===== src/rtl/mtc_defines.svh =====
/*
 * Constants of the microsecond timer and calendar: register offsets,
 * reset values and timing counts.
 * Assumes a 50 MHz system clock and a byte-addressed plain register port.
 */
// How it works
// [RULE1] A free-running counter steps by one every microsecond on its own and software can read it.
// [RULE2] A software write loads the counter, which then counts upward from the loaded value.
// [RULE3] The counter wraps silently from all ones to zero so signed differences stay correct.
// [RULE4] The hour field counts 0 to 23 and software can read and overwrite it.
// [RULE5] The minute field counts 0 to 59 and a software write replaces it.
// [RULE6] The seconds field counts 0 to 59 and software can read and overwrite it.
// [RULE7] The month field runs 1 to 12 and software can read and set it.
// [RULE8] The day of month starts at 1 and ends at 28, 29, 30 or 31 by month and leap year.
// [RULE9] The weekday field holds Sunday as 0 up to Saturday as 6.
// [RULE10] Writing the year recomputes the weekday from a fixed reference instead of a direct write.
// [RULE11] Writing the year also recomputes the day of year, so software writes the year last.
// [RULE12] The calendar steps once a second and each field carries into the next past its maximum.
`ifndef MTC_DEFINES_SVH
`define MTC_DEFINES_SVH

`define MTC_ADDR_W      8
`define MTC_OFS_TIMER   8'h00
`define MTC_OFS_SEC     8'h04
`define MTC_OFS_MIN     8'h08
`define MTC_OFS_HOUR    8'h0c
`define MTC_OFS_DAY     8'h10
`define MTC_OFS_MONTH   8'h14
`define MTC_OFS_YEAR    8'h18
`define MTC_OFS_WDAY    8'h1c
`define MTC_OFS_YDAY    8'h20

`define MTC_RST_YEAR    12'h7d0
`define MTC_RST_MONTH   4'h1
`define MTC_RST_DAY     5'h01
`define MTC_RST_WDAY    3'h6
`define MTC_RST_YDAY    9'h001

`define MTC_CLK_NS      20
`define MTC_US_NS       1000
`define MTC_US_CYCLES   ((`MTC_US_NS + `MTC_CLK_NS - 1) / `MTC_CLK_NS)
`define MTC_US_PER_SEC  1000000

`endif


===== src/rtl/mtc_pkg.sv =====
/*
 * Types of the microsecond timer and calendar.
 * Assumes mtc_defines.svh supplies all numeric constants.
 */
package mtc_pkg;
	typedef logic [5:0]  mtc_sixty_t;
	typedef logic [4:0]  mtc_hour_t;
	typedef logic [4:0]  mtc_day_t;
	typedef logic [3:0]  mtc_month_t;
	typedef logic [11:0] mtc_year_t;
	typedef logic [2:0]  mtc_wday_t;
	typedef logic [8:0]  mtc_yday_t;

	// Whole calendar state, carried out of the block as one word.
	typedef struct packed {
		mtc_year_t  year;
		mtc_month_t clock_month_field;
		mtc_day_t   day;
		mtc_hour_t  hour;
		mtc_sixty_t minute;
		mtc_sixty_t second;
		mtc_wday_t  clock_weekday_field;
		mtc_yday_t  yday;
	} mtc_cal_t;
endpackage


===== src/rtl/mtc_top.sv =====
/*
 * Microsecond timer and calendar clock with a plain register port.
 * Assumes strobes one cycle long, never both at once, synchronous to mclk_in.
 */
`timescale 1ns/1ps
`default_nettype none
`include "mtc_defines.svh"

module mtc_top #(
	parameter int TIMER_W    = 32,
	parameter int US_PER_SEC = `MTC_US_PER_SEC
) (
	input  wire logic                    mclk_in,
	input  wire logic                    srst_in,
	input  wire logic [`MTC_ADDR_W-1:0]  bus_addr_in,
	input  wire logic [31:0]             bus_wdata_in,
	input  wire logic                    bus_wr_in,
	input  wire logic                    bus_rd_in,
	output logic      [31:0]             bus_rdata_out,
	output logic      [TIMER_W-1:0]      timer_out,
	output mtc_pkg::mtc_cal_t            calendar_out,
	output logic                         us_tick_out,
	output logic                         sec_tick_out
);
	import mtc_pkg::*;

	// ************************************************************
	// Helper functions
	// ************************************************************

	// Gregorian leap year test.
	function automatic logic is_leap(input mtc_year_t y);
		is_leap = ((y % 12'd4) == 12'd0 && (y % 12'd100) != 12'd0)
			|| (y % 12'd400) == 12'd0;
	endfunction

	// Last day of a month; an invalid month gets the long limit.
	function automatic mtc_day_t month_len(input mtc_month_t m, input mtc_year_t y);
		case (m)
			4'd2:    month_len = is_leap(y) ? 5'd29 : 5'd28;
			4'd4,
			4'd6,
			4'd9,
			4'd11:   month_len = 5'd30;
			default: month_len = 5'd31;
		endcase
	endfunction

	// Days before the first of a month in a common year.
	function automatic logic [8:0] days_before(input mtc_month_t m);
		case (m)
			4'd2:    days_before = 9'd31;
			4'd3:    days_before = 9'd59;
			4'd4:    days_before = 9'd90;
			4'd5:    days_before = 9'd120;
			4'd6:    days_before = 9'd151;
			4'd7:    days_before = 9'd181;
			4'd8:    days_before = 9'd212;
			4'd9:    days_before = 9'd243;
			4'd10:   days_before = 9'd273;
			4'd11:   days_before = 9'd304;
			4'd12:   days_before = 9'd334;
			default: days_before = 9'd0;
		endcase
	endfunction

	// Day of year of a date, counting the first of January as 1.
	function automatic mtc_yday_t yday_of(input mtc_year_t y, input mtc_month_t m,
		input mtc_day_t d);
		logic [8:0] extra;
		extra = (is_leap(y) && m > 4'd2) ? 9'd1 : 9'd0;
		yday_of = days_before(m) + 9'(d) + extra;
	endfunction

	// Weekday of a date, counted in whole days from year zero of the calendar.
	// The month offset is the day count before the month, plus six from March on, modulo seven, and
	// dates in January and February count against the previous year.
	function automatic mtc_wday_t weekday_of(input mtc_year_t y, input mtc_month_t m,
		input mtc_day_t d);
		logic [15:0] yy;
		logic [15:0] sum;
		logic [15:0] moff;
		yy   = (m < 4'd3) ? 16'(y) - 16'd1 : 16'(y);
		moff = 16'((days_before(m) + ((m < 4'd3) ? 9'd0 : 9'd6)) % 9'd7);
		sum  = yy + yy / 16'd4 - yy / 16'd100 + yy / 16'd400 + moff + 16'(d);
		weekday_of = 3'(sum % 16'd7);
	endfunction

	// ************************************************************
	// Register port decode
	// ************************************************************

	logic                year_write;
	logic                hour_write;
	logic                minute_write;
	logic                seconds_write;
	logic                month_write;
	logic                day_of_month_write;
	logic                timer_write;

	// Read-only offsets decode to nothing on a write, so those writes vanish.
	assign timer_write        = bus_wr_in && bus_addr_in == `MTC_OFS_TIMER;
	assign seconds_write      = bus_wr_in && bus_addr_in == `MTC_OFS_SEC;
	assign minute_write       = bus_wr_in && bus_addr_in == `MTC_OFS_MIN;
	assign hour_write         = bus_wr_in && bus_addr_in == `MTC_OFS_HOUR;
	assign day_of_month_write = bus_wr_in && bus_addr_in == `MTC_OFS_DAY;
	assign month_write        = bus_wr_in && bus_addr_in == `MTC_OFS_MONTH;
	assign year_write         = bus_wr_in && bus_addr_in == `MTC_OFS_YEAR;

	// ************************************************************
	// Microsecond prescaler and timer
	// ************************************************************

	logic [5:0]          us_pre;
	logic                us_tick;
	logic [TIMER_W-1:0]  timer;

	assign us_tick = us_pre == 6'(`MTC_US_CYCLES - 1);

	// The prescaler ignores timer writes, so a load does not shift the phase
	// of later ticks; the first step after a load may come early by up to 1 us.
	always_ff @(posedge mclk_in)
	begin
		if (srst_in)
			us_pre <= 6'h00;
		else if (us_tick)
			us_pre <= 6'h00; // see [RULE1]
		else
			us_pre <= us_pre + 6'h01;
	end

	// A write beats a tick in the same cycle; the loaded value then counts on.
	always_ff @(posedge mclk_in)
	begin
		if (srst_in)
			timer <= '0;
		else if (timer_write)
			timer <= TIMER_W'(bus_wdata_in); // see [RULE2]
		else if (us_tick)
			timer <= timer + TIMER_W'(1); // see [RULE1] see [RULE3]
	end

	// ************************************************************
	// Second prescaler
	// ************************************************************

	logic [19:0]         sec_pre;
	logic                sec_tick;

	assign sec_tick = us_tick && sec_pre == 20'(US_PER_SEC - 1);

	// Counts microsecond ticks, so a timer write never disturbs the calendar.
	always_ff @(posedge mclk_in)
	begin
		if (srst_in)
			sec_pre <= 20'h00000;
		else if (sec_tick)
			sec_pre <= 20'h00000; // see [RULE12]
		else if (us_tick)
			sec_pre <= sec_pre + 20'h00001;
	end

	// ************************************************************
	// Calendar
	// ************************************************************

	mtc_cal_t            cal;
	logic                sec_wrap;
	logic                min_wrap;
	logic                hour_wrap;
	logic                day_wrap;
	logic                mon_wrap;
	mtc_day_t            mlen;

	assign mlen      = month_len(cal.clock_month_field, cal.year);
	assign sec_wrap  = sec_tick && cal.second >= 6'd59;
	assign min_wrap  = sec_wrap && cal.minute >= 6'd59;
	assign hour_wrap = min_wrap && cal.hour >= 5'd23;
	assign day_wrap  = hour_wrap && cal.day >= mlen;
	assign mon_wrap  = day_wrap && cal.clock_month_field >= 4'd12;

	// A field write wins over its own step; the carry out of its old value still steps the next field.
	always_ff @(posedge mclk_in)
	begin
		if (srst_in)
		begin
			cal.second              <= 6'h00;
			cal.minute              <= 6'h00;
			cal.hour                <= 5'h00;
			cal.day                 <= `MTC_RST_DAY;
			cal.clock_month_field   <= `MTC_RST_MONTH;
			cal.year                <= `MTC_RST_YEAR;
			cal.clock_weekday_field <= `MTC_RST_WDAY;
			cal.yday                <= `MTC_RST_YDAY;
		end
		else
		begin
			if (seconds_write)
				cal.second <= mtc_sixty_t'(bus_wdata_in); // see [RULE6]
			else if (sec_tick)
				cal.second <= sec_wrap ? 6'h00 : cal.second + 6'h01; // see [RULE12]

			if (minute_write)
				cal.minute <= mtc_sixty_t'(bus_wdata_in); // see [RULE5]
			else if (sec_wrap)
				cal.minute <= min_wrap ? 6'h00 : cal.minute + 6'h01;

			if (hour_write)
				cal.hour <= mtc_hour_t'(bus_wdata_in); // see [RULE4]
			else if (min_wrap)
				cal.hour <= hour_wrap ? 5'h00 : cal.hour + 5'h01;

			if (day_of_month_write)
				cal.day <= mtc_day_t'(bus_wdata_in);
			else if (hour_wrap)
				cal.day <= day_wrap ? 5'h01 : cal.day + 5'h01; // see [RULE8]

			if (month_write)
				cal.clock_month_field <= mtc_month_t'(bus_wdata_in); // see [RULE7]
			else if (day_wrap)
				cal.clock_month_field <= mon_wrap ? 4'h1 : cal.clock_month_field + 4'h1;

			if (year_write)
				cal.year <= mtc_year_t'(bus_wdata_in);
			else if (mon_wrap)
				cal.year <= cal.year + 12'h001;

			// Derived from the new year with the stored month and day.
			if (year_write)
				cal.clock_weekday_field <= weekday_of(mtc_year_t'(bus_wdata_in),
					cal.clock_month_field, cal.day); // see [RULE10]
			else if (hour_wrap)
				cal.clock_weekday_field <= (cal.clock_weekday_field >= 3'd6) ?
					3'd0 : cal.clock_weekday_field + 3'd1; // see [RULE9]

			if (year_write)
				cal.yday <= yday_of(mtc_year_t'(bus_wdata_in),
					cal.clock_month_field, cal.day); // see [RULE11]
			else if (mon_wrap)
				cal.yday <= 9'h001;
			else if (hour_wrap)
				cal.yday <= cal.yday + 9'h001;
		end
	end

	// ************************************************************
	// Read data and outputs
	// ************************************************************

	// Read data stand only in the cycle after the strobe; unmapped reads give zero.
	always_ff @(posedge mclk_in)
	begin
		if (srst_in || !bus_rd_in)
			bus_rdata_out <= 32'h00000000;
		else
		begin
			case (bus_addr_in)
				`MTC_OFS_TIMER: bus_rdata_out <= 32'(timer); // see [RULE1]
				`MTC_OFS_SEC:   bus_rdata_out <= 32'(cal.second);
				`MTC_OFS_MIN:   bus_rdata_out <= 32'(cal.minute);
				`MTC_OFS_HOUR:  bus_rdata_out <= 32'(cal.hour);
				`MTC_OFS_DAY:   bus_rdata_out <= 32'(cal.day);
				`MTC_OFS_MONTH: bus_rdata_out <= 32'(cal.clock_month_field);
				`MTC_OFS_YEAR:  bus_rdata_out <= 32'(cal.year);
				`MTC_OFS_WDAY:  bus_rdata_out <= 32'(cal.clock_weekday_field);
				`MTC_OFS_YDAY:  bus_rdata_out <= 32'(cal.yday);
				default:        bus_rdata_out <= 32'h00000000;
			endcase
		end
	end

	// Counters and calendar are flops, so timer_out and calendar_out are registered; the tick outputs are decoded from the prescalers.
	assign timer_out    = timer;
	assign calendar_out = cal;
	assign us_tick_out  = us_tick;
	assign sec_tick_out = sec_tick;
endmodule
`default_nettype wire


===== config.mk =====
export PLATFORM = sky130hd
export DESIGN_NAME = mtc_top
export DESIGN_NICKNAME = d
export VERILOG_FILES = /design/src/rtl/mtc_pkg.sv /design/src/rtl/mtc_top.sv
export VERILOG_INCLUDE_DIRS = /design/src /design/src/rtl
export SDC_FILE = /design/constraint.sdc
export NUM_CORES = 1
export LEC_CHECK = 0
export ABC_AREA = 1
export BUFFER_PORTS_ARGS = -buffer_cell sky130_fd_sc_hd__buf_2
export CAP_MARGIN = 20
export CORE_MARGIN = 1
export CORE_UTILIZATION = 45
export DETAILED_ROUTE_END_ITERATION = 10
export RECOVER_POWER = 100
export SYNTH_ARGS = -nofsm -noshare
export SYNTH_HDL_FRONTEND = slang
export SYNTH_SLANG_ARGS = --single-unit

===== constraint.sdc =====
create_clock -name mclk_in -period 18.7 [get_ports mclk_in]
set_input_delay 0.935 -clock mclk_in [delete_from_list [all_inputs] [get_ports mclk_in]]
set_output_delay 0.935 -clock mclk_in [all_outputs]
set_load 0.01 [all_outputs]

==> results of run 1 <==
==> worst max path at each step <==
stage               startpoint          endpoint  slack (ns)
4_1_cts        bus_wdata_in[0]  calendar_out[11]        2.76
6_report       bus_wdata_in[0]  calendar_out[11]        2.62
3_5_place_dp   bus_wdata_in[1]  calendar_out[11]        2.36
3_3_place_gp   bus_wdata_in[0]  calendar_out[11]        3.03
2_1_floorplan  bus_wdata_in[1]  calendar_out[11]        4.73
5_1_grt        bus_wdata_in[1]  calendar_out[10]        0.46
==> per-layer routing <==
metal	wire, um	vias to the layer above	GRT usage (%)
met5	13	-	0
met4	914	2	8.12
met3	2130	50	3.44
met2	19300	374	46.0
met1	18100	6409	34.1
li1	-	7068	-
==> critical path: cells and delay by family <==
kind | cells | cell delay (ns)
simple gates | 76 | 7.83
compound gates | 16 | 2.49
buf+inv | 24 | 2.45
fa+ha+maj | 7 | 2.04
xor+xnor | 4 | 0.63
==> layout make-up <==
class / instances / area share [%]
Multi-Input combinational cell: 1503 / 58.8
Timing Repair Buffer: 167 / 4.52
Clock inverter: 13 / 0.975
Inverter: 396 / 9.82
Clock buffer: 19 / 2.93
Tap cell: 390 / 3.22
Sequential cell: 149 / 19.7
==> sequential cells by signal, summed over array words and instances (netlist names), named ones only <==
register,cells
timer_out,32
bus_rdata_out,32
sec_pre,20
calendar_out,50
us_pre,6
==> per-stage QoR <==
stage	hold WS [ns]	instances	worst slack (ns)	area [sq um]
CTS	0.485	2636	2.76	15300
floorplan	0.445	2078	4.73	13500
finish	0.480	2637	2.62	15100
global placement	0.464	2604	3.03	14700
detailed placement	0.474	2604	2.36	14700
global route	0.513	2637	0.461	15100
==> cells by family after synthesis <==
logic type               after synthesis  synth area share [%]
multiplexers                           1                0.0834
buffers and inverters                426                  11.9
AND/OR/NAND/NOR                      950                  32.3
other                                  2                0.0556
AO/OA/AOI/OAI                        343                  15.1
XOR/XNOR                             101                  6.60
flip-flops                           149                  22.1
adder cells (fa/ha/maj)              106                  11.9
==> layout by cell type, fill, tap and decap left out, types with 17 or more instances in the layout <==
cell | synthesis | routed
fa_1 | 38 | 38
nor3_1 | 62 | 62
clkbuf_16 | 0 | 17
nand3_1 | 111 | 112
inv_1 | 377 | 377
nor4_1 | 25 | 25
dfxtp_1 | 149 | 149
nand2_1 | 409 | 409
buf_2 | 0 | 43
nand2_2 | 35 | 35
nor2_1 | 211 | 211
clkbuf_1 | 29 | 124
ha_1 | 68 | 68
xor2_1 | 84 | 84
o21ai_0 | 98 | 99
o21bai_1 | 20 | 20
nand4_1 | 36 | 37
o22ai_1 | 33 | 33
a31oi_1 | 21 | 21
a21oi_1 | 97 | 97
==> impl_results.md, run 1 <==
- Outcome: complete, but fails checks
- Failing checks: max-capacitance violations, max-slew violations
- Die Area: 0.0307 sq mm
- Final Slew Violations: 155
- Synthesized instance count: 2078
- Die Wd: 175 um
- First-pass GRT wire length: 65.4 mm
- Worst skew pair latency: 0.44 ns
- Fillers: 3095
- FMAX: 0.0622 GHz
- Area Growth Syn to Fin: 12.1%
- Setup bufs post-CTS: 0
- Clk root buf: clkbuf_16
- Clk_skew: 0.0123 ns
- CP most frequent cell: nand2_1
- Worst Hold Depth: 2
- Crit start category: input pin
- Most numerous cell in the Yosys netlist: nand2_1
- Yosys top cell area share: 22.1%
- CP arrival: 16.41 ns
- Register area share after synthesis: 22.1%
- Commonest cells in the netlist: nand2_1, inv_1, nor2_1
- Diodes inserted: 0
- Max-cap violation count: 4
- Final Core Density: 51.2%
- Slew headroom: -53.0%
- Drt drc: 0
- Pin count of the biggest net entering global routing: 48
- CTS HTree Levels: 4
- Yosys reg bits: 149
- Number of distinct library cells after synthesis: 61
- DP HPWL: ~32 mm
- Yosys warns: 0
- Critical Path RT: between 15 and 20 ns
- Iteration-0 DRC Markers: 895
- Primary FF master, synth: dfxtp_1
- Cell area after synthesis: ~0.014 sq mm
- Post-CTS Hold Fix Bufs: 0
- Grt ovf: 0
- CP max stage cell: fa_1
- Reg2reg start: calendar_out[34]
- Vias per cell: roughly 5.3
- TritonCTS Sinks: 149
- Total track usage: 26.5%
- Critical path type: input pin to flip-flop
- Final setup violation count: 0
- Die H: 175 um
- Post-Synthesis Net Count: 2228
- Layout Nets: between 2k and 2.5k
- Core ar.: 0.0296 sq mm
- Register area: 0.00298 sq mm
- Cell taking the most area after synthesis: dfxtp_1
- Async set-reset flop share out of synthesis: 0%
- Fin crit share: 86.0%
- Largest stage delay, worst path: approximately 0.42 ns
- Final hold vios: 0
- Maximum root-to-sink buffer count: 2
- Worst Hold Path EP: sec_pre[4]
- Post-synth EDFFs: 0
- Number of global-route vias before repair: 12.9k
- Clock-pin slew on the worst setup and hold paths: 0.07 ns
- Post-detailed-route wirelength per cell: 15.4 um
- Final setup TNS: 0 ns
- ANT nets after route: 0
- Initial antenna violation count: 2
- I/O Buffers: 159
- CP endpoint kind: flip-flop
- Total I/O pin count: 160
- Fin crit period: about 16 ns
- CTS resizes: 0
- WL final: 40.5 mm
- Layout cell share with drive strength beyond 1: 7.79%
- Crit path max fanout: 7
- Initial Util: 45.7%
- Hold/Removal Path Class: flip-flop to flip-flop
- Via Count: 13.9k
- Routability-driven placement congestion ratio: 0.926
- Avg Cell Area, Syn: 6.50 sq um
- FP Rows: 63
- R2r endpoint: calendar_out[11]
- CTS tree: built
- Pre-Repair DR Iteration Count: 5
- Cts bufs inserted: 17
- R2R cell count: 126
- Reg2reg setup slack: 2.90 ns
- Area of the multi-input gates: 0.00891 sq mm
- Hold Startpoint: sec_pre[4]
- RSZ-0062 raised after global routing: false
- Synth area leaders: dfxtp_1, nand2_1, inv_1
- Worst-margin pin slew: 2.30 ns
Power of run 1 is left out: the tool's default activity adds up to more than one toggle a clock period on the data nets, which glitch-free logic cannot reach.
==> inputs of run 2 (changes only) <==
Settings changed: PLACE_DENSITY_LB_ADDON from default to 0.15.
==> run 2 against run 1 <==
Compared with the run above: the run still ends with max-capacitance violations, max-slew violations left; first-iteration DRC count decreased by 8.7%; flip-flop and latch count is the same; global-route usage down 0.29 points; non-clock buffer count shrank 1; clock-buffer cell count did not move; final cell count about the same; core utilization about the same; via count rose by 0.34%; critical endpoint unchanged; highest routed layer is now met4.
==> impl_results.md, run 2 (synthesis results as in run 1) <==
- Outcome: complete, but fails checks
- Failing checks: max-capacitance violations, max-slew violations
- TritonCTS Sinks: 149
- WL final: 40.1 mm
- Crit start category: input pin
- Worst skew pair latency: 0.44 ns
- Iteration-0 DRC Markers: 817
- CP arrival: 16.43 ns
- Largest stage delay, worst path: 0.45 ns
- Total I/O pin count: 160
- Reg2reg start: calendar_out[34]
- RSZ-0062 raised after global routing: false
- Commonest non-fill, non-tap cells in the layout: nand2_1, inv_1, nor2_1
- CTS HTree Levels: 4
- CP most frequent cell: nand2_1
- Critical Path RT: 19.03 ns
- Pin count of the biggest net entering global routing: 47
- Vias per cell: 5.29
- Clock-pin slew on the worst setup and hold paths: about 0.060 ns
- Hold/Removal Path Class: flip-flop to flip-flop
- CTS resizes: 0
- I/O Buffers: 159
- Total track usage: a little over a quarter
- CP endpoint kind: flip-flop
- Diodes inserted: 0
- Initial Util: 45.7%
- ANT nets after route: 0
- Layout cell share with drive strength beyond 1: 7.80%
- CTS tree: built
- Pre-Repair DR Iteration Count: 5
- Number of global-route vias before repair: 13.1k
- Cts bufs inserted: 17
- Max-cap violation count: 2
- Area Growth Syn to Fin: 12.0%
- Crit path launch: bus_wdata_in[0]
- Grt ovf: 0
- Clk root buf: clkbuf_16
- Drt drc: 0
- Initial antenna violation count: 1
- Worst-margin pin slew: 2.44 ns
- Hold Startpoint: us_pre[0]
- DP HPWL: 32.0 mm
- Critical path type: input pin to flip-flop
- Maximum root-to-sink buffer count: 2
- Final Slew Violations: 89
- Commonest non-fill, non-tap cell in the layout: nand2_1
- Post-detailed-route wirelength per cell: 15.2 um
- Slew headroom: -62.6%
- Core ar.: slightly below 0.03 sq mm
- FMAX: 0.0621 GHz
- Final setup violation count: 0
- Final hold vios: 0
- Via Count: 14.0k
- Die H: between 150 and 200 um
- Crit path max fanout: 7
- Routability-driven placement congestion ratio: 0.981
- Fillers: 3124
- Setup bufs post-CTS: 0
- Layout Nets: 2383
- Fin crit share: 86.1%
- Final setup TNS: 0 ns
- Max reg flops: 50
- Clk_skew: 0.00978 ns
- FP Rows: between 60 and 70
- CP max stage cell: fa_1
- Die Area: 0.0307 sq mm
- Die Wd: 175 um
- First-pass GRT wire length: 65.4 mm
- Post-CTS Hold Fix Bufs: 0
- Fin crit period: 16.10 ns
run 2: routing by layer:
layer	global-route usage [%]	vias to the layer above	wire (um)
met2	45.0	393	19000
met1	33.5	6419	17800
met4	9.35	0	1050
met5	0	-	0
met3	3.72	77	2210
li1	-	7061	-
run 2: layout make-up:
class / count / area (sq um) / area share [%]
Multi-Input combinational cell: 1503 / 8910 / 58.9
Sequential cell: 149 / 2980 / 19.7
Inverter: 396 / 1490 / 9.83
Timing Repair Buffer: 166 / 684 / 4.52
Tap cell: 390 / 488 / 3.23
Clock buffer: 19 / 443 / 2.93
Clock inverter: 12 / 131 / 0.868
run 2: path summary, 6_finish.rpt:
path | end | slack [ns] | cells past startpoint
min reg2reg | us_pre[0] | 0.48 | 1
max | calendar_out[11] | 2.60 | 126
max reg2reg | calendar_out[11] | 2.85 | 125
min | us_pre[0] | 0.48 | 1
run 2: worst max-delay path, delay by kind of cell:
kind | cells | cell delay, ns
buffers and inverters | 24 | 2.44
XOR/XNOR | 4 | 0.62
AND/OR/NAND/NOR | 75 | 7.94
adder cells (fa/ha/maj) | 7 | 1.99
AO/OA/AOI/OAI | 16 | 2.46
run 2: through the flow:
step | instances | hold slack (ns) | utilization, % | area (sq um) | setup WS (ns)
floorplan | 2078 | 0.445 | - | 13500 | 4.73
global placement | 2604 | 0.466 | 49.8 | 14700 | 3.14
detailed placement | 2604 | 0.474 | 49.8 | 14700 | 2.38
CTS | 2635 | 0.489 | 51.8 | 15300 | 2.77
global route | 2635 | 0.509 | 51.2 | 15100 | 0.304
finish | 2635 | 0.484 | 51.2 | 15100 | 2.60
Power of run 2 is left out for the same reason.
